**src/pkg/srs_consts.svh**
```systemverilog
// Timing counts and peripheral count for the staged reset release.
`ifndef SRS_CONSTS_SVH
`define SRS_CONSTS_SVH
`define SRS_POR_EXT_CYC  64
`define SRS_SYNC_RST_CYC 3
`define SRS_CLKGEN_CYC   32
`define SRS_PERIPH_CYC   32
`define SRS_CORE_CYC     32
`define SRS_NUM_PERIPH   8
`endif

```
**src/pkg/srs_pkg.sv**
```systemverilog
// Types shared by the startup reset sequencer.
package srs_pkg;
    typedef enum logic [1:0] {
        SRS_MODE_RUN,
        SRS_MODE_WAIT,
        SRS_MODE_STOP
    } srs_mode_t;
endpackage

```
**src/design/srs_stage_ext.sv**
```systemverilog
// One reset stretching stage: releases after a set count of ticks.
`timescale 1ns/1ps
module srs_stage_ext
    import srs_pkg::*;
#(
    parameter int CNT = 32
) (
    input  wire logic mclk,
    input  wire logic srst,
    input  wire logic clk_en,
    input  wire logic hold,
    input  wire logic tick,
    output logic      released
);
    localparam int CW = $clog2(CNT + 1);
    localparam logic [CW-1:0] LAST = CW'(CNT - 1);

    logic [CW-1:0] cnt_ff;
    logic          done_ff;

    // Counting starts once hold drops; any new hold clears it at once.
    always_ff @(posedge mclk) begin
        if (srst || (clk_en && hold)) begin
            cnt_ff  <= '0;
            done_ff <= 1'b0;
        end else if (clk_en && tick && !done_ff) begin
            if (cnt_ff == LAST) begin
                done_ff <= 1'b1;
            end else begin
                cnt_ff <= cnt_ff + CW'(1);
            end
        end
    end

    assign released = done_ff;
endmodule

```
**src/design/srs_top.sv**
```systemverilog
// Startup reset sequencer with staged release and power mode gating.
`timescale 1ns/1ps
`include "srs_consts.svh"

module srs_top
    import srs_pkg::*;
#(
    parameter int NPER       = `SRS_NUM_PERIPH,
    parameter int POR_CYC    = `SRS_POR_EXT_CYC,
    parameter int SYNC_CYC   = `SRS_SYNC_RST_CYC,
    parameter int CLKGEN_CYC = `SRS_CLKGEN_CYC,
    parameter int PERIPH_CYC = `SRS_PERIPH_CYC,
    parameter int CORE_CYC   = `SRS_CORE_CYC
) (
    input  wire logic            mclk,
    input  wire logic            srst,
    input  wire logic            clk_en,
    input  wire logic            por_n,
    input  wire logic            ext_rst_n,
    input  wire logic            watchdog_reset_source_n,
    input  wire logic            sw_rst_n,
    input  wire logic            sys_tick,
    input  wire logic            wait_req,
    input  wire logic            stop_req,
    input  wire logic            irq_any,
    input  wire logic [NPER-1:0] periph_irq,
    input  wire logic            lvi_irq,
    input  wire logic            debug_req,
    input  wire logic [NPER-1:0] stop_disable_registers,
    output logic                 extended_por_rst,
    output logic                 combined_rst,
    output logic                 sys_rst_n,
    output logic                 sync_rst,
    output logic                 clock_generator_reset,
    output logic                 peripheral_reset,
    output logic                 core_reset,
    output logic                 core_clk_en,
    output logic [NPER-1:0]      periph_clk_en,
    output srs_mode_t            pwr_mode
);
    logic      por_meta_ff;
    logic      por_ok_ff;
    logic      ext_meta_ff;
    logic      ext_ok_ff;
    logic      por_done;
    logic      sync_done;
    logic      cg_done;
    logic      per_done;
    logic      core_done;
    logic      cg_rst_ff;
    logic      per_rst_ff;
    logic      core_rst_ff;
    logic      core_clk_ff;
    logic [NPER-1:0] per_clk_ff;
    srs_mode_t mode_ff;
    srs_mode_t nxt_mode;

    // Delays and depths of the power-on and clock generator checks follow the stage counts.
    localparam int POR_LAST = POR_CYC - 1;
    localparam int CG_LATE  = CLKGEN_CYC + 1;

    // Two-stage synchronisers for the raw power-on and external pins.
    always_ff @(posedge mclk) begin
        if (srst) begin
            por_meta_ff <= 1'b0;
            por_ok_ff   <= 1'b0;
            ext_meta_ff <= 1'b0;
            ext_ok_ff   <= 1'b0;
        end else if (clk_en) begin
            por_meta_ff <= por_n;
            por_ok_ff   <= por_meta_ff;
            ext_meta_ff <= ext_rst_n;
            ext_ok_ff   <= ext_meta_ff;
        end
    end

    // The power-on extender only sees the synchronised power-on reset.
    srs_stage_ext #(.CNT(POR_CYC)) u_por_ext (
        .mclk     (mclk),
        .srst     (srst),
        .clk_en   (clk_en),
        .hold     (!por_ok_ff),
        .tick     (1'b1),
        .released (por_done)
    );

    // Combined reset and its active-low twin.
    assign extended_por_rst = !por_done;
    assign sys_rst_n = por_done & ext_ok_ff & watchdog_reset_source_n
                     & sw_rst_n;
    assign combined_rst = extended_por_rst | !ext_ok_ff
                        | !watchdog_reset_source_n | !sw_rst_n;

    // Stages fed by the combined reset release.
    srs_stage_ext #(.CNT(SYNC_CYC)) u_sync_gen (
        .mclk     (mclk),
        .srst     (srst),
        .clk_en   (clk_en),
        .hold     (combined_rst),
        .tick     (1'b1),
        .released (sync_done)
    );

    srs_stage_ext #(.CNT(CLKGEN_CYC)) u_cg_ext (
        .mclk     (mclk),
        .srst     (srst),
        .clk_en   (clk_en),
        .hold     (combined_rst),
        .tick     (1'b1),
        .released (cg_done)
    );

    // Later stages count system clock ticks.
    srs_stage_ext #(.CNT(PERIPH_CYC)) u_per_ext (
        .mclk     (mclk),
        .srst     (srst),
        .clk_en   (clk_en),
        .hold     (cg_rst_ff | combined_rst),
        .tick     (sys_tick),
        .released (per_done)
    );

    srs_stage_ext #(.CNT(CORE_CYC)) u_core_ext (
        .mclk     (mclk),
        .srst     (srst),
        .clk_en   (clk_en),
        .hold     (per_rst_ff | combined_rst),
        .tick     (sys_tick),
        .released (core_done)
    );

    assign sync_rst = !sync_done;

    // Downstream resets change on the falling edge to avoid skew.
    always_ff @(negedge mclk) begin
        if (srst) begin
            cg_rst_ff   <= 1'b1;
            per_rst_ff  <= 1'b1;
            core_rst_ff <= 1'b1;
        end else if (clk_en) begin
            cg_rst_ff   <= !cg_done;
            per_rst_ff  <= !per_done;
            core_rst_ff <= !core_done;
        end
    end

    assign clock_generator_reset = cg_rst_ff;
    assign peripheral_reset      = per_rst_ff;
    assign core_reset            = core_rst_ff;

    // Power mode selection from core requests and wakeup events.
    always_comb begin
        nxt_mode = mode_ff;
        case (mode_ff)
            SRS_MODE_RUN: begin
                if (stop_req) begin
                    nxt_mode = SRS_MODE_STOP;
                end else if (wait_req) begin
                    nxt_mode = SRS_MODE_WAIT;
                end
            end
            SRS_MODE_WAIT: begin
                if (irq_any || debug_req) begin
                    nxt_mode = SRS_MODE_RUN;
                end
            end
            SRS_MODE_STOP: begin
                if ((|(periph_irq & stop_disable_registers)) || lvi_irq
                    || debug_req) begin
                    nxt_mode = SRS_MODE_RUN;
                end
            end
            default: nxt_mode = SRS_MODE_RUN;
        endcase
    end

    // Any reset returns the mode to run.
    always_ff @(posedge mclk) begin
        if (srst) begin
            mode_ff <= SRS_MODE_RUN;
        end else if (clk_en) begin
            if (combined_rst || core_rst_ff) begin
                mode_ff <= SRS_MODE_RUN;
            end else begin
                mode_ff <= nxt_mode;
            end
        end
    end

    // Group clock enables, with per-peripheral stop overrides.
    always_ff @(posedge mclk) begin
        if (srst) begin
            core_clk_ff <= 1'b0;
            per_clk_ff  <= '0;
        end else if (clk_en) begin
            core_clk_ff <= !cg_rst_ff
                         && (mode_ff == SRS_MODE_RUN);
            for (int i = 0; i < NPER; i++) begin
                per_clk_ff[i] <= !cg_rst_ff
                    && ((mode_ff != SRS_MODE_STOP)
                        || stop_disable_registers[i]);
            end
        end
    end

    assign core_clk_en   = core_clk_ff;
    assign periph_clk_en = per_clk_ff;
    assign pwr_mode      = mode_ff;
endmodule

```
**config.mk**
```make
export PLATFORM = sky130hd
export DESIGN_NAME = srs_top
export DESIGN_NICKNAME = d
export VERILOG_FILES = /design/src/pkg/srs_pkg.sv /design/src/design/srs_stage_ext.sv /design/src/design/srs_top.sv
export VERILOG_INCLUDE_DIRS = /design/src /design/src/pkg
export SDC_FILE = /design/constraint.sdc
export NUM_CORES = 1
export LEC_CHECK = 0
export ABC_AREA = 1
export BUFFER_PORTS_ARGS = -buffer_cell sky130_fd_sc_hd__buf_2
export CORE_UTILIZATION = 35
export CTS_BUF_LIST = sky130_fd_sc_hd__clkbuf_8
export CTS_CLUSTER_DIAMETER = 150
export DETAILED_ROUTE_END_ITERATION = 7
export PLACE_DENSITY_LB_ADDON = 0.25
export SLEW_MARGIN = 30
export SYNTH_ARGS = -nofsm -noshare
export SYNTH_HDL_FRONTEND = slang
export SYNTH_SLANG_ARGS = --single-unit
export TNS_END_PERCENT = 50
```
**constraint.sdc**
```tcl
create_clock -name mclk -period 1.65 [get_ports mclk]
set_clock_uncertainty 0.15 [all_clocks]
set_input_delay 0.0825 -clock mclk [delete_from_list [all_inputs] [get_ports mclk]]
set_output_delay 0.0825 -clock mclk [all_outputs]
set_load 0.05 [all_outputs]
```
# Word level (Yosys, flattened, before mapping)
# Cells that the tools add are included.
# op_classes
n_addsub	5
n_eq_ne	11
mux	6
n_bitwise	14
n_reduce_logical	58
# op_table
cell	n
$reduce_and A2 Y1	10
$logic_and A1 B1 Y1	19
$add A6 B1 Y6 const B	3
$eq A6 B5 Y1 const B	3
$logic_or A1 B1 Y1	16
$logic_not A1 Y1	10
$mux W2	5
$and A8 B8 Y8	1
$reduce_or A8 Y1	1
$add A7 B1 Y7 const B	1
$eq A7 B6 Y1 const B	1
$ne A3 B3 Y1 const B	2
$pmux W2 S3	1
$not A1 Y1	5
$or A1 B1 Y1	5
$eq A2 B2 Y1 const B	2
$ne A4 B4 Y1 const B	1
$reduce_and A4 Y1	1
$and A1 B1 Y1	3
$add A2 B1 Y2 const B	1
$eq A2 B1 Y1 const B	1
$logic_not A2 Y1	1
$ne A2 B2 Y1 const B	1
# word_totals
reg_bits	50
in_bits	29
output_inout_bits	18
wordCells	114

# Logic depth before layout (Yosys ltp)
# Gate-level depths: netlist of the first run.
# depth
word_depth	7
ltp_mapped	10

# Cells and area by module
# A second synthesis of the first run with hierarchy kept.
# unflattened
cells_unflattened	374
hier_area_um2	2551.2
# by_module_without_submodules
mod	instances	cells_each	area_each_um2
srs_stage_ext at u_cg_ext ...	3	56	377.9
srs_top	1	120	819.5
srs_stage_ext at u_por_ext	1	66	446.7
srs_stage_ext at u_sync_gen	1	20	151.4

==> impl_metrics.tcl, run 1 <==
set metrics [dict create \
    cts-buffers-inserted 5 \
    drc_errors 0 \
    ys_types 33 \
    design_area_sq_um 3290 \
    slew_headroom_pct 82.8 \
    p_int_mw 1.99 \
    synth_area_per_cell_sq_um 7.20 \
    firstDrtPassIters 4 \
    start_kind "flip-flop" \
    p_comb_share_pct 12.4 \
    worst-setup-path-type "flip-flop to output pin" \
    finalSetupViolCount 28 \
    root_buffer "clkbuf_8" \
    grt.total_usage_pct 16.3 \
    pwr-share-seq_pct 47.2 \
    antennaDiodeCount 0 \
    clockBufferDepth 2 \
    critPathCaptureType "output pin" \
    htreeDepth 2 \
    vias_per_cell 4.66 \
    worstPathMaxFanout 2 \
    layout_commonest_cell "nand2_1" \
    dp_hpwl_mm 3.84 \
    die_area_sq_um 6870 \
    static-leakage-power_nw 1.41 \
    row_count 29 \
    cts_tree "done" \
    grt_start_max_net_pins 17 \
    worst_pin_slew_ns 0.260 \
    core_sq_um 6350 \
    p_clk_share_pct 40.4 \
    overflow 0 \
    drive_gt1_share_pct 34.8 \
    setup_ws_ns -0.363 \
    ys_warn_count 0 \
    arrival_ns 1.78 \
    place_area_sq_um 2850 \
    nNetsFinal 447 \
    drt_iter0_drc 93 \
    die_w_um 82.9 \
    io_buffers 46 \
    swShare_pct 24.8 \
    insertion_delay_ns 0.36 \
    mostFrequentLayoutCells "75 x nand2_1, 43 x dfxtp_1, 43 x buf_2" \
    die_y_um 82.9 \
    maxCapViolCount 0 \
    final_antenna_net_count 0 \
    critical_path_required_ns 1.42 \
    cts.sinks 50 \
    wl_mm 5.39 \
    syn_nets 352 \
    antenna_found_initial 0 \
    power.switching_mw 0.657 \
    rsz0062_at_grt "yes" \
    gp_congestion 0.785 \
    clkTransAtPathRegs_ns 0.09 \
    syn_inst 318 \
    grt_pass1_wl_mm 9.36 \
    vias 2289 \
    yosys_register_bits 50 \
    initial_core_util_pct 36.1 \
    first_global_vias 2236 \
    powerDensity_nw_per_um2 805 \
    wl_per_cell_um 11.0 \
    synth_seq_area_share_pct 43.7 \
    hold_path_class "input pin to flip-flop" \
    area_delta_synth_final_pct 43.7 \
    synth_area_sq_um 2290 \
    power_mw 2.65 \
    violations "negative setup slack" \
    finalHoldViolations 0 \
    ioPinCount 47 \
    finalMaxSlewViolations 0 \
    peakVddDrop_mv 0.427 \
    status "complete, but fails checks" \
]
-- critical path, cell delays in order (launching register included) --
cell and delay, ns:
dfxtp_4 0.34, buf_6 0.11, buf_8 0.14
-- kinds of logic after synthesis --
logic type	after synthesis	share of synthesized area (%)
AND/OR/NAND/NOR	151	28.7
AO/OA/AOI/OAI	66	16.0
buffers and inverters	41	6.99
adder cells (fa/ha/maj)	5	2.73
XOR/XNOR	5	1.91
flip-flops	50	43.7
-- through the flow --
stage	cells	util (%)	TNS, ns	hold WS, ns	setup WS [ns]
CTS	489	50.5	-5.93	0.00515	-0.371
finish	491	51.8	-6.21	0.0134	-0.363
global placement	464	44.8	-3.01	0.172	-0.232
global route	491	51.8	-7.95	0.0235	-0.396
floorplan	318	-	-5.23	0.0674	-0.315
detailed placement	464	44.8	-3.30	0.170	-0.266
-- state kept, by name, summed over array words and instances (netlist names), 2 cells and up --
name	count
u_por_ext.cnt_ff	7
u_cg_ext.cnt_ff	6
u_sync_gen.cnt_ff	2
u_core_ext.cnt_ff	6
u_per_ext.cnt_ff	6
pwr_mode	2
periph_clk_en	8
-- layer usage --
metal	part of all wire, %	track usage (%)	vias up
li1	-	-	1225
met1	46	19.6	1024
met2	49	28.5	31
met3	2.9	2.98	9
met4	1.6	7.05	0
met5	0	0	-
-- Yosys cell counts --
library cell  count  area, sq um
dfxtp_1          50         1000
a21oi_4           1         16.3
buf_1             1         3.75
o21ai_1           1         5.00
and3_1            1         6.26
o211ai_1          4         30.0
clkinv_1          1         3.75
buf_4             1         7.51
ha_1              5         62.6
or2_0             1         6.26
a21oi_2           1         8.76
and2_1            1         6.26
nand4_1           5         31.3
o21ai_0          19         95.1
or2_2             6         37.5
a31oi_1           2         12.5
nor2_1           33          124
nand3_1          14         70.1
nand2_2           3         18.8
nor2_2            1         6.26
a21oi_1          35          175
nor3_1            1         5.00
buf_2             2         10.0
inv_1            33          124
nand2_1          80          300
o21a_1            1         7.51
nand3b_1          1         7.51
o21bai_1          2         15.0
nor2_4            1         11.3
xor2_1            5         43.8
inv_2             3         11.3
nor3_2            2         20.0
or3_1             1         6.26
-- path summary, 6_finish.rpt --
check | from | end | slack [ns] | cells after the start
setup / recovery | core_reset$_SDFFE_NP1P_ | core_reset | -0.36 | 2
hold / removal | stop_req | pwr_mode[1]$_SDFFE_PP0P_ | 0.01 | 5
setup reg to reg | core_reset$_SDFFE_NP1P_ | pwr_mode[0]$_SDFFE_PP0P_ | -0.30 | 6
hold reg to reg | u_cg_ext.cnt_ff[4]$_SDFFE_PP0P_ | u_cg_ext.cnt_ff[4]$_SDFFE_PP0P_ | 0.31 | 2
-- what timing repair did --
| item | in CTS | in global routing |
|---|---|---|
| hold buffers | 12 | 0 |
| pin swaps | 5 | 6 |
| endpoints found under the hold margin | 12 | 0 |
| setup buffers | 2 | 2 |
| cloned | 1 | 0 |
| setup endpoints to repair | 28 | 37 |
| gates resized for setup | 20 | 24 |
-- layout make-up --
cell class	count	area [sq um]
inverter	36	138
timing repair buffer	89	628
clock inverter	6	80.1
clock buffer	5	68.8
tap	77	96.3
multi-input combinational	228	1260
sequential	50	1020
fill	604	3060
-- power groups by stage --
stage / clock network [mW] / registers [mW] / logic, mW
after floorplan: 0.0150 / 1.32 / 0.122
after global placement: 0.0150 / 1.28 / 0.272
after detailed placement: 0.0150 / 1.28 / 0.274
after CTS: 1.11 / 1.25 / 0.316
after global routing: 1.16 / 1.26 / 0.363
final: 1.07 / 1.25 / 0.328
Power figures use the tool's default switching activity.
==> run 2, diff against run 1 <==
==> constraint.sdc (replaced) <==
create_clock -name mclk -period 2.4 [get_ports mclk]
set_clock_uncertainty 0.15 [all_clocks]
set_input_delay 0.12 -clock mclk [delete_from_list [all_inputs] [get_ports mclk]]
set_output_delay 0.12 -clock mclk [all_outputs]
set_load 0.05 [all_outputs]
==> run 2 against run 1 <==
The run now ends clean. Count of clock-buffer cells in the layout is the same. Worst setup slack gained 0.40 ns. Non-clock buffer count shrank 29. Via count shrank 6.4%. Utilization shrank 6.5 points. Clock power shrank 55%. Cell count shrank 6.1%. Global-route usage shrank 2.0 points. Combinational power shrank 45%. Hold slack lost 0.0023 ns.
==> impl_metrics.tcl, run 2 (synthesized netlist as in run 1, its figures left out) <==
set metrics [dict create \
    status "finished, final reports clean" \
    clockBufferDepth 2 \
    clkTransAtPathRegs_ns 0.09 \
    finalMaxSlewViolations 0 \
    layout_commonest_cell "nand2_1" \
    worstPathMaxFanout 3 \
    rsz0062_at_grt "yes" \
    p_int_mw 1.12 \
    r2r_slack_ns 0.05 \
    drt_iter0_drc 96 \
    finalSetupTns_ns 0 \
    setup.worst_path.start "core_reset$_SDFFE_NP1P_" \
    critical_path_required_ns 2.13 \
    maxCapViolCount 0 \
    first_global_vias 1926 \
    worst-setup-path-type "flip-flop to output pin" \
    core_sq_um 6350 \
    peakVddDrop_mv 0.305 \
    gp_congestion 0.774 \
    r2r-start "core_reset$_SDFFE_NP1P_" \
    power.switching_mw 0.399 \
    hold_path_class "input pin to flip-flop" \
    critPathMaxStageDelay_ns 0.35 \
    placed_cells 443 \
    swShare_pct 26.3 \
    start_kind "flip-flop" \
    htreeDepth 2 \
    cts_tree "done" \
    root_buffer "clkbuf_8" \
    critPathCaptureType "output pin" \
    timing.hold.ws_ns 0.0110 \
    critPathBufInv 1 \
    antennaDiodeCount 0 \
    cts-buffers-inserted 5 \
    die_w_um 82.9 \
    setup_ws_ns 0.0328 \
    finalHoldViolations 0 \
    pwr-share-seq_pct 56.7 \
    place_area_sq_um 2650 \
    initial_core_util_pct 36.1 \
    path_depth 1 \
    cts.sinks 50 \
    io_buffers 46 \
    powerDensity_nw_per_um2 527 \
    cp-endpoint "core_reset" \
    vias 2142 \
    reg2reg_depth 7 \
    vias_per_cell 4.65 \
    drc_errors 0 \
    slew_headroom_pct 65.2 \
    antenna_found_initial 0 \
    overflow 0 \
    path_cells "buf_4" \
    wl_mm 4.79 \
    design_area_sq_um 2880 \
    die_y_um 82.9 \
    path_delay_family "flip-flops" \
    die_area_sq_um 6870 \
    grt_start_max_net_pins 15 \
    row_count 29 \
    finalSetupViolCount 0 \
    dp_hpwl_mm 3.51 \
    wl_per_cell_um 10.4 \
    mostFrequentLayoutCells "78 x nand2_1, 47 x dfxtp_1, 43 x buf_2" \
    p_comb_share_pct 11.9 \
    post_cts_buffers 0 \
    cpMaxStageDelayCell "dfxtp_4" \
    r2r_end "pwr_mode[1]$_SDFFE_PP0P_" \
    arrival_ns 2.10 \
    drive_gt1_share_pct 23.2 \
    static-leakage-power_nw 1.26 \
    insertion_delay_ns 0.35 \
    worst_pin_slew_ns 0.516 \
    nNetsFinal 417 \
    grt_pass1_wl_mm 8.23 \
    largest_reg_flops 8 \
    firstDrtPassIters 5 \
    p_clk_share_pct 31.4 \
    dpl_worst_slack_ns 0.0675 \
    finalNonFillerCells 461 \
    grt.total_usage_pct 14.3 \
    area_delta_synth_final_pct 25.8 \
    final_antenna_net_count 0 \
    ioPinCount 47 \
]
## run 2: changes by cell type in the layout (fill, tap and decap cells not counted), sizes merged
cell / delta
buf: -25
bufinv: -2
clkinv: +1
dlygate4sd3: -4
inv: +1
nor2: -1
## run 2: cell type report
class	count	area (sq um)
fillers	634	3470
multi-input cells	227	1180
flip-flops and latches	50	1010
repair buffers	60	367
inverters	36	138
well taps	77	96.3
clock buffers	5	68.8
clock inverters	6	23.8
## run 2: metrics by stage
| step | total power [mW] | utilization, % |
|---|---|---|
| after floorplan | 0.993 | - |
| after global placement | 1.05 | 41.7 |
| after detailed placement | 1.05 | 41.7 |
| after CTS | 1.53 | 44.5 |
| after global routing | 1.61 | 45.4 |
| final | 1.52 | 45.4 |
## run 2: how the worst min path moves through the flow
stage	startpoint	to	slack, ns	depth (start not counted)
floorplan	ext_rst_n	ext_meta_ff$_SDFFE_PP0P_	0.10	2
global placement	ext_rst_n	ext_meta_ff$_SDFFE_PP0P_	0.21	3
detailed placement	ext_rst_n	ext_meta_ff$_SDFFE_PP0P_	0.22	3
CTS	stop_disable_registers[1]	periph_clk_en[1]$_SDFFE_PP0P_	0.006	3
global route	stop_disable_registers[1]	periph_clk_en[1]$_SDFFE_PP0P_	0.02	3
finish	stop_disable_registers[1]	periph_clk_en[1]$_SDFFE_PP0P_	0.01	3
## run 2: per-layer routing
layer / vias up / wire length (um) / share of wire, % / global-route usage (%)
met2: 35 / 2320 / 48 / 24.1
li1: 1162 / - / - / -
met1: 939 / 2250 / 47 / 18.1
met5: - / 0 / 0 / 0
met4: 0 / 58 / 1.2 / 4.70
met3: 6 / 156 / 3.3 / 3.28
## run 2: timing repair
item | 4_1_cts | 5_1_grt
hold buffers | 8 | 0
pin swaps | 0 | 7
gates resized for setup | 3 | 15
endpoints found under the hold margin | 8 | 0
endpoints found under the setup margin | 3 | 4
## run 2: power groups by stage
stage	logic, mW	clock network [mW]	registers [mW]
CTS	0.177	0.499	0.859
floorplan	0.0780	0.0104	0.905
global route	0.200	0.544	0.863
detailed placement	0.164	0.0104	0.878
finish	0.181	0.477	0.860
global placement	0.164	0.0104	0.878
==> run 3, diff against run 2 <==
--- a/config.mk
+++ b/config.mk
@@ -13,6 +13,7 @@
 export CTS_CLUSTER_DIAMETER = 150
 export DETAILED_ROUTE_END_ITERATION = 7
 export PLACE_DENSITY_LB_ADDON = 0.25
+export SETUP_SLACK_MARGIN = 0.4
 export SLEW_MARGIN = 30
 export SYNTH_ARGS = -nofsm -noshare
 export SYNTH_HDL_FRONTEND = slang
==> run 3 against run 2 <==
Global-route usage grew 1.2 points. Total power grew 5.3%. Combinational power grew 9%. Cell area grew 4.4%. Critical path type unchanged. Largest power group unchanged.
==> impl_metrics.tcl, run 3 (synthesized netlist as in run 1, its figures left out) <==
set metrics [dict create \
    status "finished, final reports clean" \
    vias_per_cell 4.68 \
    cts_tree "done" \
    nNetsFinal 421 \
    antenna_found_initial 0 \
    die_area_sq_um 6870 \
    worst-setup-path-type "flip-flop to output pin" \
    initial_core_util_pct 36.1 \
    vias 2177 \
    largest_reg_flops 8 \
    dp_hpwl_mm 3.61 \
    critical_path_required_ns 2.13 \
    maxCapViolCount 0 \
    hold_path_class "input pin to flip-flop" \
    critPathMaxStageDelay_ns 0.39 \
    powerDensity_nw_per_um2 532 \
    first_global_vias 2034 \
    die_y_um 82.9 \
    r2r-start "core_reset$_SDFFE_NP1P_" \
    root_buffer "clkbuf_8" \
    final_antenna_net_count 0 \
    wl_per_cell_um 11.1 \
    wl_mm 5.17 \
    cts-buffers-inserted 5 \
    cts.sinks 50 \
    worst_pin_slew_ns 0.350 \
    core_sq_um 6350 \
    rsz0062_at_grt "yes" \
    arrival_ns 2.12 \
    holdCritStartpoint "srst" \
    static-leakage-power_nw 1.28 \
    peakVddDrop_mv 0.281 \
    die_w_um 82.9 \
    ioPinCount 47 \
    mostFrequentLayoutCells "74 x nand2_1, 47 x dfxtp_1, 43 x buf_2" \
    drt_iter0_drc 70 \
    overflow 0 \
    power_mw 1.60 \
    grt_start_max_net_pins 16 \
    grt.total_usage_pct 15.6 \
    cpMaxStageDelayCell "dfxtp_4" \
    grt_pass1_wl_mm 8.88 \
    io_buffers 46 \
    critPathCaptureType "output pin" \
    slew_headroom_pct 76.6 \
    layout_commonest_cell "nand2_1" \
    critPathBufInv 1 \
    finalSetupViolCount 0 \
    clockBufferDepth 2 \
    htreeDepth 2 \
    path_cells "buf_8" \
    start_kind "flip-flop" \
    insertion_delay_ns 0.37 \
    firstDrtPassIters 4 \
    drive_gt1_share_pct 27.1 \
    clkTransAtPathRegs_ns 0.09 \
    finalSetupTns_ns 0 \
    worstPathMaxFanout 4 \
    path_delay_family "flip-flops" \
    finalMaxSlewViolations 0 \
    area_delta_synth_final_pct 31.4 \
    finalHoldViolations 0 \
    setup.worst_path.start "clock_generator_reset$_SDFFE_NP1P_" \
    gp_congestion 0.774 \
    row_count 29 \
    antennaDiodeCount 0 \
    drc_errors 0 \
]
-- run 3: changes by cell type in the layout (fill, tap and decap cells not counted), moves of 3 or more --
cell	change
o21ai_0	-8
buf_8	+3
a21oi_2	+5
nand2_2	+4
o21ai_1	+6
buf_4	-3
a21oi_1	-5
nand2_1	-4
-- run 3: tightest hold or removal path: stages --
cell and delay [ns]:
buf_2 0.09, buf_4 0.18, a21oi_1 0.05
-- run 3: path summary, 6_finish.rpt --
path	to	slack [ns]	cells after the start
worst max register to register	pwr_mode[1]$_SDFFE_PP0P_	0.02	6
worst max-delay path	clock_generator_reset	0.01	1
worst min-delay path	core_clk_en$_SDFFE_PP0P_	0.02	3
worst min register to register	u_cg_ext.cnt_ff[4]$_SDFFE_PP0P_	0.31	2
-- run 3: cell type report --
cell class / count / area (sq um)
sequential: 50 / 1010
multi-input combinational: 228 / 1230
clock buffer: 6 / 82.6
fill: 634 / 3340
timing repair buffer: 63 / 420
tap: 77 / 96.3
inverter: 36 / 140
clock inverter: 5 / 23.8
-- run 3: what timing repair did --
item / in CTS / in global routing
buffers inserted: 2 / 0
gates cloned: 0 / 1
hold buffers: 10 / 0
gates resized for setup: 20 / 17
hold endpoints to repair: 10 / 0
endpoints found under the setup margin: 28 / 30
pin swaps: 3 / 7
-- run 3: power by group --
part           internal, mW  switching [mW]  total [mW]
logic                0.0777           0.120       0.198
clock network         0.239           0.301       0.540
registers             0.846          0.0154       0.861
total                  1.16           0.436        1.60
-- run 3: layer usage --
metal  GRT usage (%)  wire (um)
met1            18.9       2490
met5               0          0
met4            6.74        125
met2            25.6       2390
met3            4.37        171
-- run 3: through the flow --
stage | setup slack, ns | cell area, sq um | hold WS (ns) | std cells | utilization [%]
2_1_floorplan | 0.0597 | 2320 | 0.105 | 318 | -
3_3_place_gp | 0.124 | 2670 | 0.210 | 442 | 42.0
3_5_place_dp | 0.0737 | 2670 | 0.223 | 442 | 42.0
4_1_cts | 0.0222 | 2950 | 0.0104 | 464 | 46.4
5_1_grt | -0.0564 | 3010 | 0.0307 | 465 | 47.4
6_report | 0.0121 | 3010 | 0.0182 | 465 | 47.4
